==> config.mk <==
export PLATFORM = sky130hd
export DESIGN_NAME = spc_port_control
export DESIGN_NICKNAME = d
export VERILOG_FILES = /design/src/rtl/spc_pkg.sv /design/src/rtl/spc_link_if.sv /design/src/rtl/spc_shift_engine.sv /design/src/rtl/spc_port_control.sv
export SDC_FILE = /design/constraint.sdc
export NUM_CORES = 1
export LEC_CHECK = 0
export CAP_MARGIN = 20
export CORE_MARGIN = 8
export CORE_UTILIZATION = 55
export DETAILED_ROUTE_END_ITERATION = 7
export DONT_BUFFER_PORTS = 1
export HOLD_SLACK_MARGIN = 0.03
export PLACE_DENSITY = 0.73
export SLEW_MARGIN = 20
export SYNTH_ARGS = -nofsm -noshare
export SYNTH_HDL_FRONTEND = slang
export SYNTH_SLANG_ARGS = --single-unit
==> constraint.sdc <==
create_clock -name CLK -period 2.9 [get_ports CLK]
set_clock_uncertainty 0.15 [all_clocks]
set_input_delay 0.29 -clock CLK [delete_from_list [all_inputs] [get_ports CLK]]
set_output_delay 0.29 -clock CLK [all_outputs]
set_load 0.01 [all_outputs]
==> src/rtl/spc_pkg.sv <==
// Purpose: Shared constants, types and helpers for the serial port control block.
// Assumes: Register indices are word indices; byte address is four times the index.
// Notes: None.
package spc_pkg;
    localparam logic [7:0] CTRL_INDEX = 8'h11;
    localparam logic [7:0] BUF_INDEX = 8'h13;
    localparam logic [7:0] STAT_INDEX = 8'h14;
    localparam logic [7:0] CTRL_RESET = 8'h00;
    localparam int WRITE_COLLISION_FLAG_BIT = 7;
    localparam int OVF_BIT = 6;
    localparam int EN_BIT = 5;
    localparam int CKP_BIT = 4;
    localparam int MODE_LSB = 0;
    localparam logic [5:0] HALF_FOSC4 = 6'h02;
    localparam logic [5:0] HALF_FOSC16 = 6'h08;
    localparam logic [5:0] HALF_FOSC64 = 6'h20;
    localparam logic [2:0] PIN_SYNC_RESET = 3'h4;

    typedef enum logic [3:0] {
        SPC_SPI_M4 = 4'h0,
        SPC_SPI_M16 = 4'h1,
        SPC_SPI_M64 = 4'h2,
        SPC_SPI_MTMR = 4'h3,
        SPC_SPI_SSEL = 4'h4,
        SPC_SPI_SFREE = 4'h5,
        SPC_I2C_S7 = 4'h6,
        SPC_I2C_S10 = 4'h7,
        SPC_I2C_M = 4'h8
    } spc_mode_t;

    typedef enum logic [1:0] {
        SPC_IDLE = 2'b00,
        SPC_LEAD = 2'b01,
        SPC_TRAIL = 2'b10
    } spc_eng_state_t;

    function automatic logic spc_is_master(input logic [3:0] m);
        return m[3:2] == 2'b00;
    endfunction : spc_is_master

    function automatic logic spc_is_slave(input logic [3:0] m);
        return m == SPC_SPI_SSEL || m == SPC_SPI_SFREE;
    endfunction : spc_is_slave

    function automatic logic spc_is_i2c_slave(input logic [3:0] m);
        return m == SPC_I2C_S7 || m == SPC_I2C_S10;
    endfunction : spc_is_i2c_slave

    function automatic logic [7:0] spc_addr(input logic [7:0] index);
        return {index[5:0], 2'b00};
    endfunction : spc_addr
endpackage : spc_pkg

==> src/rtl/spc_link_if.sv <==
// Purpose: Carries control and data between the register side and the shift engine.
// Assumes: Pin levels arrive already synchronised.
// Notes: None.
`timescale 1ns/100ps
`default_nettype none
interface spc_link_if;
    logic start;
    logic load;
    logic [7:0] tx_byte;
    logic [3:0] mode;
    logic en;
    logic clock_polarity_select;
    logic tick;
    logic sck_in;
    logic sdi_in;
    logic ss_n_in;
    logic busy;
    logic done;
    logic [7:0] rx_byte;
    logic sck_out;
    logic sdo_out;

    modport ctl (
        output start, load, tx_byte, mode, en, clock_polarity_select, tick, sck_in, sdi_in, ss_n_in,
        input busy, done, rx_byte, sck_out, sdo_out
    );
    modport eng (
        input start, load, tx_byte, mode, en, clock_polarity_select, tick, sck_in, sdi_in, ss_n_in,
        output busy, done, rx_byte, sck_out, sdo_out
    );
endinterface : spc_link_if
`default_nettype wire

==> src/rtl/spc_shift_engine.sv <==
// Purpose: Eight-bit SPI shifter for master and slave operation.
// Assumes: Data changes on the trailing edge and is sampled on the leading edge.
// Notes: Master clock comes from a divider enable or the timer tick.
`timescale 1ns/100ps
`default_nettype none
module spc_shift_engine
    import spc_pkg::*;
(
    // Clock and reset.
    input wire logic clk,
    input wire logic rst,
    // Register side.
    spc_link_if.eng l
);
    spc_eng_state_t state;
    logic [7:0] sr;
    logic bit_in;
    logic [2:0] count;
    logic [5:0] div;
    logic [5:0] limit;
    logic sck_q;
    logic sck_prev;
    logic master;
    logic slave;
    logic selected;
    logic half_en;
    logic s_lead;
    logic s_trail;

    assign master = l.en && spc_is_master(l.mode);
    assign slave = l.en && spc_is_slave(l.mode);
    // Slave-select is honoured only in the mode that asks for it.
    assign selected = (l.mode == SPC_SPI_SSEL) ? !l.ss_n_in : 1'b1;
    assign limit = (l.mode == SPC_SPI_M4) ? HALF_FOSC4 :
                   (l.mode == SPC_SPI_M16) ? HALF_FOSC16 : HALF_FOSC64;
    assign half_en = (l.mode == SPC_SPI_MTMR) ? l.tick : (div == limit - 6'h01);
    assign s_lead = slave && selected && (l.sck_in != sck_prev) && (l.sck_in != l.clock_polarity_select);
    assign s_trail = slave && selected && (l.sck_in != sck_prev) && (l.sck_in == l.clock_polarity_select);
    assign l.busy = (state != SPC_IDLE) || (slave && count != 3'h0);
    assign l.sck_out = sck_q;
    assign l.sdo_out = sr[7];

    always_ff @(posedge clk)
    begin
        if (rst || state == SPC_IDLE || half_en)
            div <= 6'h00;
        else
            div <= div + 6'h01;
    end

    always_ff @(posedge clk)
    begin
        if (rst)
            sck_prev <= 1'b0;
        else
            sck_prev <= l.sck_in;
    end

    // Master sequencing; a transfer opens only on a buffer write.
    always_ff @(posedge clk)
    begin
        if (rst)
        begin
            state <= SPC_IDLE;
            sck_q <= 1'b0;
        end
        else
        begin
            case (state)
                SPC_IDLE:
                begin
                    sck_q <= l.clock_polarity_select;
                    if (l.start && master)
                        state <= SPC_LEAD;
                end
                SPC_LEAD:
                    if (half_en)
                    begin
                        sck_q <= !l.clock_polarity_select;
                        state <= SPC_TRAIL;
                    end
                SPC_TRAIL:
                    if (half_en)
                    begin
                        sck_q <= l.clock_polarity_select;
                        state <= (count == 3'h7) ? SPC_IDLE : SPC_LEAD;
                    end
                default:
                    state <= SPC_IDLE;
            endcase
        end
    end

    // Shift register and bit counter for both roles.
    always_ff @(posedge clk)
    begin
        if (rst)
        begin
            sr <= 8'h00;
            bit_in <= 1'b0;
            count <= 3'h0;
        end
        else if ((l.start && master) || l.load)
        begin
            sr <= l.tx_byte;
            count <= 3'h0;
        end
        else if (slave && !selected)
            count <= 3'h0;
        else if ((state == SPC_LEAD && half_en) || s_lead)
            bit_in <= l.sdi_in;
        else if ((state == SPC_TRAIL && half_en) || s_trail)
        begin
            sr <= {sr[6:0], bit_in};
            count <= count + 3'h1;
        end
    end

    always_ff @(posedge clk)
    begin
        if (rst)
        begin
            l.done <= 1'b0;
            l.rx_byte <= 8'h00;
        end
        else
        begin
            l.done <= 1'b0;
            if (count == 3'h7 && ((state == SPC_TRAIL && half_en) || s_trail))
            begin
                l.done <= 1'b1;
                l.rx_byte <= {sr[6:0], bit_in};
            end
        end
    end
endmodule : spc_shift_engine
`default_nettype wire

==> src/rtl/spc_port_control.sv <==
// Purpose: Control register and buffer access for the synchronous serial port.
// Assumes: APB slave; one wait-free access phase after each setup cycle.
// Notes: I2C sequencing sits outside and talks through the I2C ports.
`timescale 1ns/100ps
`default_nettype none
module spc_port_control
    import spc_pkg::*;
(
    // Clock and reset.
    input wire logic CLK,
    input wire logic RST,
    // APB slave.
    input wire logic PSEL,
    input wire logic PENABLE,
    input wire logic PWRITE,
    input wire logic [7:0] PADDR,
    input wire logic [31:0] PWDATA,
    output logic [31:0] PRDATA,
    output logic PREADY,
    output logic PSLVERR,
    // Serial pins.
    input wire logic SCK_I,
    output logic SCK_O,
    output logic SCK_OE,
    input wire logic SDI_I,
    output logic SDO_O,
    output logic SDO_OE,
    input wire logic SS_N_I,
    output logic SS_GPIO_FREE,
    output logic PINS_OWNED,
    // Timer tick for the timer-clocked master rate.
    input wire logic TMR_TICK,
    // I2C sequencer side.
    input wire logic I2C_BUS_IDLE,
    input wire logic I2C_RX_VALID,
    input wire logic [7:0] I2C_RX_DATA,
    output logic I2C_TX_START,
    output logic [7:0] I2C_TX_DATA,
    output logic SCL_HOLD_LOW
);
    import spc_pkg::*;

    spc_link_if l ();

    logic write_collision_flag;
    logic ovf;
    logic en;
    logic clock_polarity_select;
    logic [3:0] mode;
    logic [7:0] rx_hold;
    logic buf_full;
    logic [2:0] sy1;
    logic [2:0] sy2;
    logic [2:0] sy3;
    logic [2:0] filt;
    logic setup;
    logic wr;
    logic rd;
    logic hit_ctrl;
    logic hit_buf;
    logic hit_stat;
    logic spi_master;
    logic spi_slave;
    logic i2c_master;
    logic i2c_any;
    logic set_write_collision_flag;
    logic set_ovf;
    logic buf_clear;
    logic rx_event;
    logic [7:0] rx_data;
    logic [7:0] ctrl_value;

    assign setup = PSEL && !PENABLE;
    assign wr = PSEL && PENABLE && PWRITE;
    assign rd = PSEL && PENABLE && !PWRITE;
    assign hit_ctrl = PADDR == spc_addr(CTRL_INDEX);
    assign hit_buf = PADDR == spc_addr(BUF_INDEX);
    assign hit_stat = PADDR == spc_addr(STAT_INDEX);
    assign PREADY = 1'b1;
    assign PSLVERR = PSEL && PENABLE && !(hit_ctrl || hit_buf || hit_stat);

    assign spi_master = en && spc_is_master(mode);
    assign spi_slave = en && spc_is_slave(mode);
    assign i2c_master = en && mode == SPC_I2C_M;
    assign i2c_any = en && (spc_is_i2c_slave(mode) || mode == SPC_I2C_M);
    assign ctrl_value = {write_collision_flag, ovf, en, clock_polarity_select, mode};

    // Collision: I2C master needs an idle bus, SPI needs an idle shifter.
    assign set_write_collision_flag = wr && hit_buf && ((i2c_master && !I2C_BUS_IDLE) ||
                      ((spi_master || spi_slave) && l.busy));
    assign buf_clear = rd && hit_buf;
    assign rx_event = ((spi_master || spi_slave) && l.done) || (i2c_any && I2C_RX_VALID);
    assign rx_data = i2c_any ? I2C_RX_DATA : l.rx_byte;
    // Overflow only for slave SPI and every I2C mode, master included; an SPI master reception never flags it.
    assign set_ovf = rx_event && buf_full && !buf_clear && (spi_slave || i2c_any);

    // Pin inputs pass three flops; a level counts once stages two and three agree.
    always_ff @(posedge CLK)
    begin
        if (RST)
        begin
            sy1 <= PIN_SYNC_RESET;
            sy2 <= PIN_SYNC_RESET;
            sy3 <= PIN_SYNC_RESET;
            filt <= PIN_SYNC_RESET;
        end
        else
        begin
            sy1 <= {SS_N_I, SDI_I, SCK_I};
            sy2 <= sy1;
            sy3 <= sy2;
            filt <= (filt & (sy2 ^ sy3)) | (sy2 & ~(sy2 ^ sy3));
        end
    end

    // Control register; a hardware set wins over a software clear.
    always_ff @(posedge CLK)
    begin
        if (RST)
        begin
            write_collision_flag <= CTRL_RESET[WRITE_COLLISION_FLAG_BIT];
            ovf <= CTRL_RESET[OVF_BIT];
            en <= CTRL_RESET[EN_BIT];
            clock_polarity_select <= CTRL_RESET[CKP_BIT];
            mode <= CTRL_RESET[MODE_LSB +: 4];
        end
        else if (wr && hit_ctrl)
        begin
            write_collision_flag <= PWDATA[WRITE_COLLISION_FLAG_BIT] || set_write_collision_flag;
            ovf <= PWDATA[OVF_BIT] || set_ovf;
            en <= PWDATA[EN_BIT];
            clock_polarity_select <= PWDATA[CKP_BIT];
            mode <= PWDATA[MODE_LSB +: 4];
        end
        else
        begin
            write_collision_flag <= write_collision_flag || set_write_collision_flag;
            ovf <= ovf || set_ovf;
        end
    end

    // Receive buffer; an overflowing byte is dropped, the held one kept.
    always_ff @(posedge CLK)
    begin
        if (RST)
        begin
            rx_hold <= 8'h00;
            buf_full <= 1'b0;
        end
        else
        begin
            if (rx_event && !set_ovf)
                rx_hold <= rx_data;
            buf_full <= rx_event || (buf_full && !buf_clear);
        end
    end

    // Read data is latched in the setup cycle.
    always_ff @(posedge CLK)
    begin
        if (RST)
            PRDATA <= 32'h00000000;
        else if (setup && !PWRITE)
            PRDATA <= hit_ctrl ? {24'h000000, ctrl_value} :
                      hit_buf ? {24'h000000, rx_hold} :
                      hit_stat ? {30'h00000000, l.busy, buf_full} : 32'h00000000;
    end

    always_ff @(posedge CLK)
    begin
        if (RST)
        begin
            I2C_TX_START <= 1'b0;
            I2C_TX_DATA <= 8'h00;
        end
        else
        begin
            I2C_TX_START <= wr && hit_buf && i2c_master && I2C_BUS_IDLE;
            if (wr && hit_buf && i2c_any)
                I2C_TX_DATA <= PWDATA[7:0];
        end
    end

    assign l.start = wr && hit_buf && spi_master && !l.busy;
    assign l.load = wr && hit_buf && spi_slave && !l.busy;
    assign l.tx_byte = PWDATA[7:0];
    assign l.mode = mode;
    assign l.en = en;
    assign l.clock_polarity_select = clock_polarity_select;
    assign l.tick = TMR_TICK;
    assign l.sck_in = filt[0];
    assign l.sdi_in = filt[1];
    assign l.ss_n_in = filt[2];

    spc_shift_engine u_engine (
        .clk(CLK),
        .rst(RST),
        .l(l)
    );

    // Pins belong to the port only while it is enabled.
    assign PINS_OWNED = en;
    assign SCK_O = l.sck_out;
    assign SCK_OE = spi_master;
    assign SDO_O = l.sdo_out;
    assign SDO_OE = spi_master || (spi_slave && !(mode == SPC_SPI_SSEL && filt[2]));
    assign SS_GPIO_FREE = !(en && mode == SPC_SPI_SSEL);
    assign SCL_HOLD_LOW = en && spc_is_i2c_slave(mode) && !clock_polarity_select;
endmodule : spc_port_control
`default_nettype wire

==> metrics, run 1 <==
status finished, final reports clean; total chip power about 0.0022 W; endpoints failing setup 0; dominant synthesized flop cell dfxtp_1; Die Span Y 99.0 µm; CTS Buffer Depth 2; CP top delay family buffers and inverters; critical path class flip-flop to flip-flop; Starting DRT DRC Count between 300 and 400; HP Start PWDATA[5]; Slew Limit Fails 0; All-Layer GR Usage between 15 and 20%; Mapped Avg Cell Area just under 9 µm²; Synth Instances 438; fin util a little over three fifths; RSZ-0062 raised after global routing false; Req. time, crit path 2.99 ns; Async SR Flop Fraction 0%; mapped cell area about 3800 µm²; number of routed nets with antenna violations 0; Final Cycle Share 93.5%; type of the most critical hold path input pin to flip-flop; H-tree levels 3; nets roughly 500; core area between 6000 and 7000 µm²; global-route wire length before repair 14100 µm; PwrDens around 520 nW/µm²; Slew @ Worst Pin 0.578 ns; worst r2r src l.mode[3]; crit path cell chain or4b_1 -> o21ai_0 -> nand2_1 -> buf_4 -> o21ai_0 -> a21oi_1 -> dlygate4sd3_1; Cell variety after synth slightly above 60; via count between 3000 and 4000; clk_lat worst skew 0.36 ns; TNS Setup 0 ns; Post-synth EDFFs 0; num rows 30; Via density around 5.9; hold path depth 3; total gr overflow 0; CTS tree done; synthesis-to-layout area growth 11.0%; vias in the first global route 2761; clock edge transition at the registers on the reported setup and hold paths approximately 0.090 ns; CP Capture Type flip-flop; CP Launch Point l.mode[3]; I/O pins roughly 110; Final Hold Viols 0; CP max stage cell dfxtp_1; largest net degree at the start of global routing slightly below 80; Port Buffer Count 0; Seq cells post-synth 77; Worst R2R Path Depth 7; Post CTS Setup Buffer Count 0; Synth top area share 40.7%; Die Width roughly 100 µm; worst-path maximum fanout 15; n_diodes 0; Final Wtd Congestion between 0.8 and 0.9; MaxCap Viol Count 0; leading post-synthesis cells by cell area dfxtp_1, nor2_1, mux2i_1; P_leak between 1.5 and 2 nW; drt pass-1 iters 5; Synth warnings 0; setup ws final approximately 0.19 ns; Peak VDD IR about 0.32 mV; Yosys top cell by area dfxtp_1; hold_ws around 0.047 ns; DR WL/cell roughly 17 µm; die area between 9000 and 10000 µm²; Buffers & Inverters on Critical Path 2; Top cell by count, worst path o21ai_0; initial antenna violation count 0; Max Clock Freq about 0.37 GHz; Startpoint Class flip-flop; Seq/Total Area, Yosys 40.7%; clk root buf clkbuf_8; CTS sink count 77; Place WS 0.318 ns; initial core utilization 56.4%; drt total wl slightly below 9000 µm; Period minus WS final around 2.7 ns; CTS buffer count 9; CP arrival between 2 and 3 ns; DRC errors left 0; Worst path depth 7; share of layout cells above drive strength 1 between 10% and 20%; DP Wirelength just over 6000 µm; Critical Path Max Stage Delay approximately 0.58 ns; Max-slew headroom 61.1%
-- worst reg2reg max path: cells and delay by family, from the launching register on --
family                 cells  cell delay, ns
buffers and inverters      2            0.81
flip-flops                 1            0.58
AND/OR/NAND/NOR            2            0.69
AO/OA/AOI/OAI              3            0.38
-- registers in the layout, indices dropped and copies added (netlist names), 2 cells and up, named ones only --
name	flops
I2C_TX_DATA	8
PRDATA	8
rx_hold	8
u_engine.l.rx_byte	8
u_engine.sr	8
u_engine.div	6
l.mode	4
sy1	3
sy2	3
sy3	3
u_engine.count	3
u_engine.state	2
-- cell usage after synthesis (2+ instances only) --
library cell	n
o21ai_0	15
or3b_2	2
a21oi_1	25
nand2_1	29
or3_1	10
buf_4	25
nand3_1	11
ha_1	4
clkbuf_1	18
a31oi_1	3
dfxtp_1	77
nor2_1	55
a22oi_1	7
mux2i_1	20
nor2b_1	10
inv_1	5
or2_2	3
xor2_1	2
nor3_2	3
nor3_1	21
or3b_1	3
conb_1	2
o21a_1	2
nor4_1	10
nand2b_1	4
a211oi_1	24
buf_2	7
nand4_1	2
buf_6	2
nor4b_1	2
xnor2_1	3
nand3b_1	2
-- routing by layer --
| metal | up-vias | routed length, µm | part of all wire, % | track usage, % |
|---|---|---|---|---|
| met5 | - | 0 | 0 | 0 |
| met4 | 0 | 186 | 2.1 | 7.79 |
| met3 | 16 | 657 | 7.4 | 5.85 |
| met2 | 105 | 4230 | 48 | 28.2 |
| met1 | 1475 | 3830 | 43 | 21.7 |
| li1 | 1545 | - | - | - |
-- metrics by stage --
step           cells  cell area [µm²]
6_report         535             4200
5_1_grt          535             4200
4_1_cts          535             4200
3_5_place_dp     503             3770
3_3_place_gp     503             3770
2_1_floorplan    461             3870
-- what timing repair did --
item | in CTS | in global routing
hold buffers | 16 | 0
resized for setup | 0 | 1
endpoints found under the hold margin | 77 | 0
setup endpoints to repair | 0 | 1
-- report_power, final --
| group | switching, W | leakage [nW] | total, W | internal [W] |
|---|---|---|---|---|
| sequential | 0.00000781 | 0.623 | 0.00107 | 0.00107 |
| combinational | 0.0000524 | 0.844 | 0.0000851 | 0.0000327 |
| clock | 0.000428 | 0.128 | 0.00102 | 0.000588 |
-- cell type report --
type	instances	area, µm²
Clock buffer	9	124
Clock inverter	7	130
Fill cell	565	2520
Inverter	5	18.8
Multi-Input combinational cell	326	2000
Sequential cell	77	1540
Tap cell	80	100
Timing Repair Buffer	31	290
-- logic make-up after synthesis --
| kind of cell | synth area share, % |
|---|---|
| AO/OA/AOI/OAI | 18.0 |
| XOR/XNOR | 1.16 |
| adder cells (fa/ha/maj) | 1.32 |
| buffers and inverters | 8.86 |
| flip-flops | 40.7 |
| multiplexers | 5.29 |
| other | 0.198 |
| AND/OR/NAND/NOR | 24.5 |
-- worst paths after layout --
path	end	slack [ns]
setup / recovery	I2C_TX_DATA[4]	0.19
hold / removal	u_engine.sr[5]	0.05
setup reg to reg	I2C_TX_DATA[4]	0.19
hold reg to reg	sy2[2]	0.27
-- placed cells by master (no fill, tap or decap), drive strengths merged, types with 5 or more instances in the layout --
cell          n
dfxtp        77
nor2         55
nand2        29
a211oi       26
a21oi        25
conb         25
nor3         24
mux2i        20
buf          16
o21ai        15
dlygate4sd3  15
nand3        11
nor4         11
nor2b        10
or3          10
clkbuf        9
inv           8
a22oi         7
or3b          5
Power figures use the tool's default switching activity.
==> run 2, diff against run 1 <==
ABC_CLOCK_PERIOD_IN_PS = 2900   (was unset)
CELL_PAD_IN_SITES_DETAIL_PLACEMENT = 0   (was unset)
CELL_PAD_IN_SITES_GLOBAL_PLACEMENT = 1   (was unset)
CORE_UTILIZATION = 46   (was 55)
PLACE_DENSITY = 0.81   (was 0.73)
SETUP_SLACK_MARGIN = 0.4   (was unset)
==> run 2 against run 1 <==
Worst setup slack improved by 0.26 ns; final cell count rose by 5.4%; fmax rose by 11%; worst hold slack worse by 0.0017 ns; combinational power grew 2%; design area increased by 1.7%; sequential share of layout area decreased by 0.53 points; die area up 16%; first-iteration DRC count decreased by 23%; utilization down 9.7 points; sequential cell count unchanged; sequential power hardly changed; critical endpoint is now u_engine.count[0]; largest cell class unchanged.
==> metrics, run 2 (synthesis gave the netlist of run 1 again) <==
commonest non-fill, non-tap cell in the layout dfxtp_1; Final Wtd Congestion 0.801 (-1.5%); All-Layer GR Usage 16.6% (-1.2 points); total gr overflow 0 (unchanged); PwrDens 506 nW/µm² (-2.2%); critical path class flip-flop to flip-flop; CTS tree done; clock share of power 46.3% (-0.4 points); Final Hold Viols 0 (unchanged); switch share 22.4% (about the same); clk_lat worst skew 0.35 ns (about the same); internal cell power 0.00168 W (-0.57%); DR WL/cell 17.0 µm (+1.9%); initial antenna violation count 0 (unchanged); clock edge transition at the registers on the reported setup and hold paths 0.08 ns (about the same); endpoints failing setup 0 (unchanged); drt pass-1 iters 7 (+2); drt total wl 9570 µm (+7.5%); Via density 5.60 (-4.5%); global-route wire length before repair 15300 µm (+8.1%); CTS sink count 77 (unchanged); Die Span Y 107 µm (+7.8%); Slew @ Worst Pin 0.568 ns (-0.0110 ns); P_leak 1.62 nW (+1.5%); Slew Limit Fails 0 (unchanged); status finished, final reports clean; Comb power frac 4.0% (about the same); DP Wirelength 6570 µm (+6.0%); sequential fraction of design power 49.7% (+0.3 points); crit path cell chain buf_4 -> or4_4 -> a31oi_4 -> nor3_2 -> a211oi_4 -> buf_2 -> xnor2_1 -> nor3_2; Peak VDD IR 0.207 mV (-35%); H-tree levels 3 (unchanged); Final Cell Area 4280 µm² (+1.7%); Port Buffer Count 0 (unchanged); TNS Setup 0 ns (unchanged); CP top delay family simple AND/OR/NAND/NOR gates; Critical Path Max Stage Delay 0.49 ns (-0.09 ns); Die Width 107 µm (+7.8%); I/O pins 109 (unchanged); RSZ-0062 raised after global routing true; Startpoint Class flip-flop; largest net degree at the start of global routing 78 (unchanged); Final Cycle Share 84.6% (-9.0 points); initial core utilization 46.8% (-9.6 points); clk root buf clkbuf_8; worst-path maximum fanout 9 (-6); nets 517 (+0.78%); Buffers & Inverters on Critical Path 2 (unchanged); num rows 33 (+10%); cell area after placement 3810 µm² (+1.2%); via count 3161 (+0.64%); CP Capture Type flip-flop; CTS buffer count 9 (unchanged); Sw Pwr 0.000485 W (-0.50%); CTS Buffer Depth 2 (unchanged); Max-slew headroom 61.8% (+0.74 points); number of routed nets with antenna violations 0 (unchanged); Post CTS Setup Buffer Count 0 (unchanged); Period minus WS final 2.45 ns (-0.260 ns); synthesis-to-layout area growth 12.9%; CP max stage cell or4_4; n_diodes 0 (unchanged); vias in the first global route 2859 (+3.5%); DRC errors left 0 (unchanged); type of the most critical hold path input pin to flip-flop; CP arrival 2.54 ns (-0.27 ns); share of layout cells above drive strength 1 13.5% (+2.3 points); die area 11400 µm² (+16%); Req. time, crit path 2.99 ns (about the same); Starting DRT DRC Count 234 (-23%); core area 8090 µm² (+20%); Max Clock Freq 0.408 GHz (+11%); Top cell by count, worst path nor3_2; MaxCap Viol Count 0 (unchanged); commonest cells after routing, fill and taps aside dfxtp_1, nor2_1, nand2_1, a21oi_1, conb_1; Filler cells 753 (+33%)
run 2: final timing paths:
check,start,endpoint,slack [ns],depth (start not counted)
worst max-delay path,l.mode[1],u_engine.count[0],0.45,8
worst min-delay path,PWDATA[6],u_engine.sr[6],0.04,3
worst max register to register,l.mode[1],u_engine.count[0],0.45,8
worst min register to register,sy1[2],sy2[2],0.27,1
run 2: tightest hold or removal path: stages:
cell and delay, ns:
nor2_1 0.07, or3_1 0.11, a211oi_2 0.03
run 2: power groups by stage:
| stage | clock network [W] | registers (W) | logic (W) |
|---|---|---|---|
| after floorplan | 0 | 0.00110 | 0.0000776 |
| after global placement | 0 | 0.00110 | 0.0000438 |
| after detailed placement | 0 | 0.00110 | 0.0000448 |
| after CTS | 0.00102 | 0.00107 | 0.0000857 |
| after global routing | 0.00107 | 0.00108 | 0.0000951 |
| final | 0.00100 | 0.00107 | 0.0000867 |
run 2: layout make-up:
class | count | area, µm² | share of cell area [%]
Clock buffer | 9 | 124 | 2.90
Clock inverter | 7 | 123 | 2.87
Inverter | 5 | 18.8 | 0.439
Multi-Input combinational cell | 326 | 2010 | 47.0
Sequential cell | 77 | 1550 | 36.1
Tap cell | 105 | 131 | 3.07
Timing Repair Buffer | 35 | 324 | 7.58
run 2: what timing repair did:
action	4_1_cts	5_1_grt
hold buffers	17	0
pin swaps	0	1
cloned	0	1
setup endpoints to repair	2	23
hold endpoints to repair	77	0
resized for setup	3	8
run 2: routing by layer:
layer	up-vias	wire (µm)	share of wire (%)	GRT usage [%]
met5	-	0	0	0
met4	0	177	1.8	7.34
met3	13	713	7.5	4.20
met2	101	4450	46	25.6
met1	1494	4230	44	21.6
li1	1553	-	-	-
run 2: metrics by stage:
| step | total power, W | hold slack (ns) | std cells | util, % | worst slack [ns] |
|---|---|---|---|---|---|
| finish | 0.00216 | 0.0448 | 564 | 52.8 | 0.448 |
| global route | 0.00224 | 0.0430 | 564 | 52.8 | 0.374 |
| CTS | 0.00218 | 0.0372 | 563 | 52.6 | 0.415 |
| detailed placement | 0.00114 | 0.221 | 530 | 47.1 | 0.426 |
| global placement | 0.00114 | 0.225 | 530 | 47.1 | 0.452 |
| floorplan | 0.00118 | 0.239 | 461 | - | 0.561 |
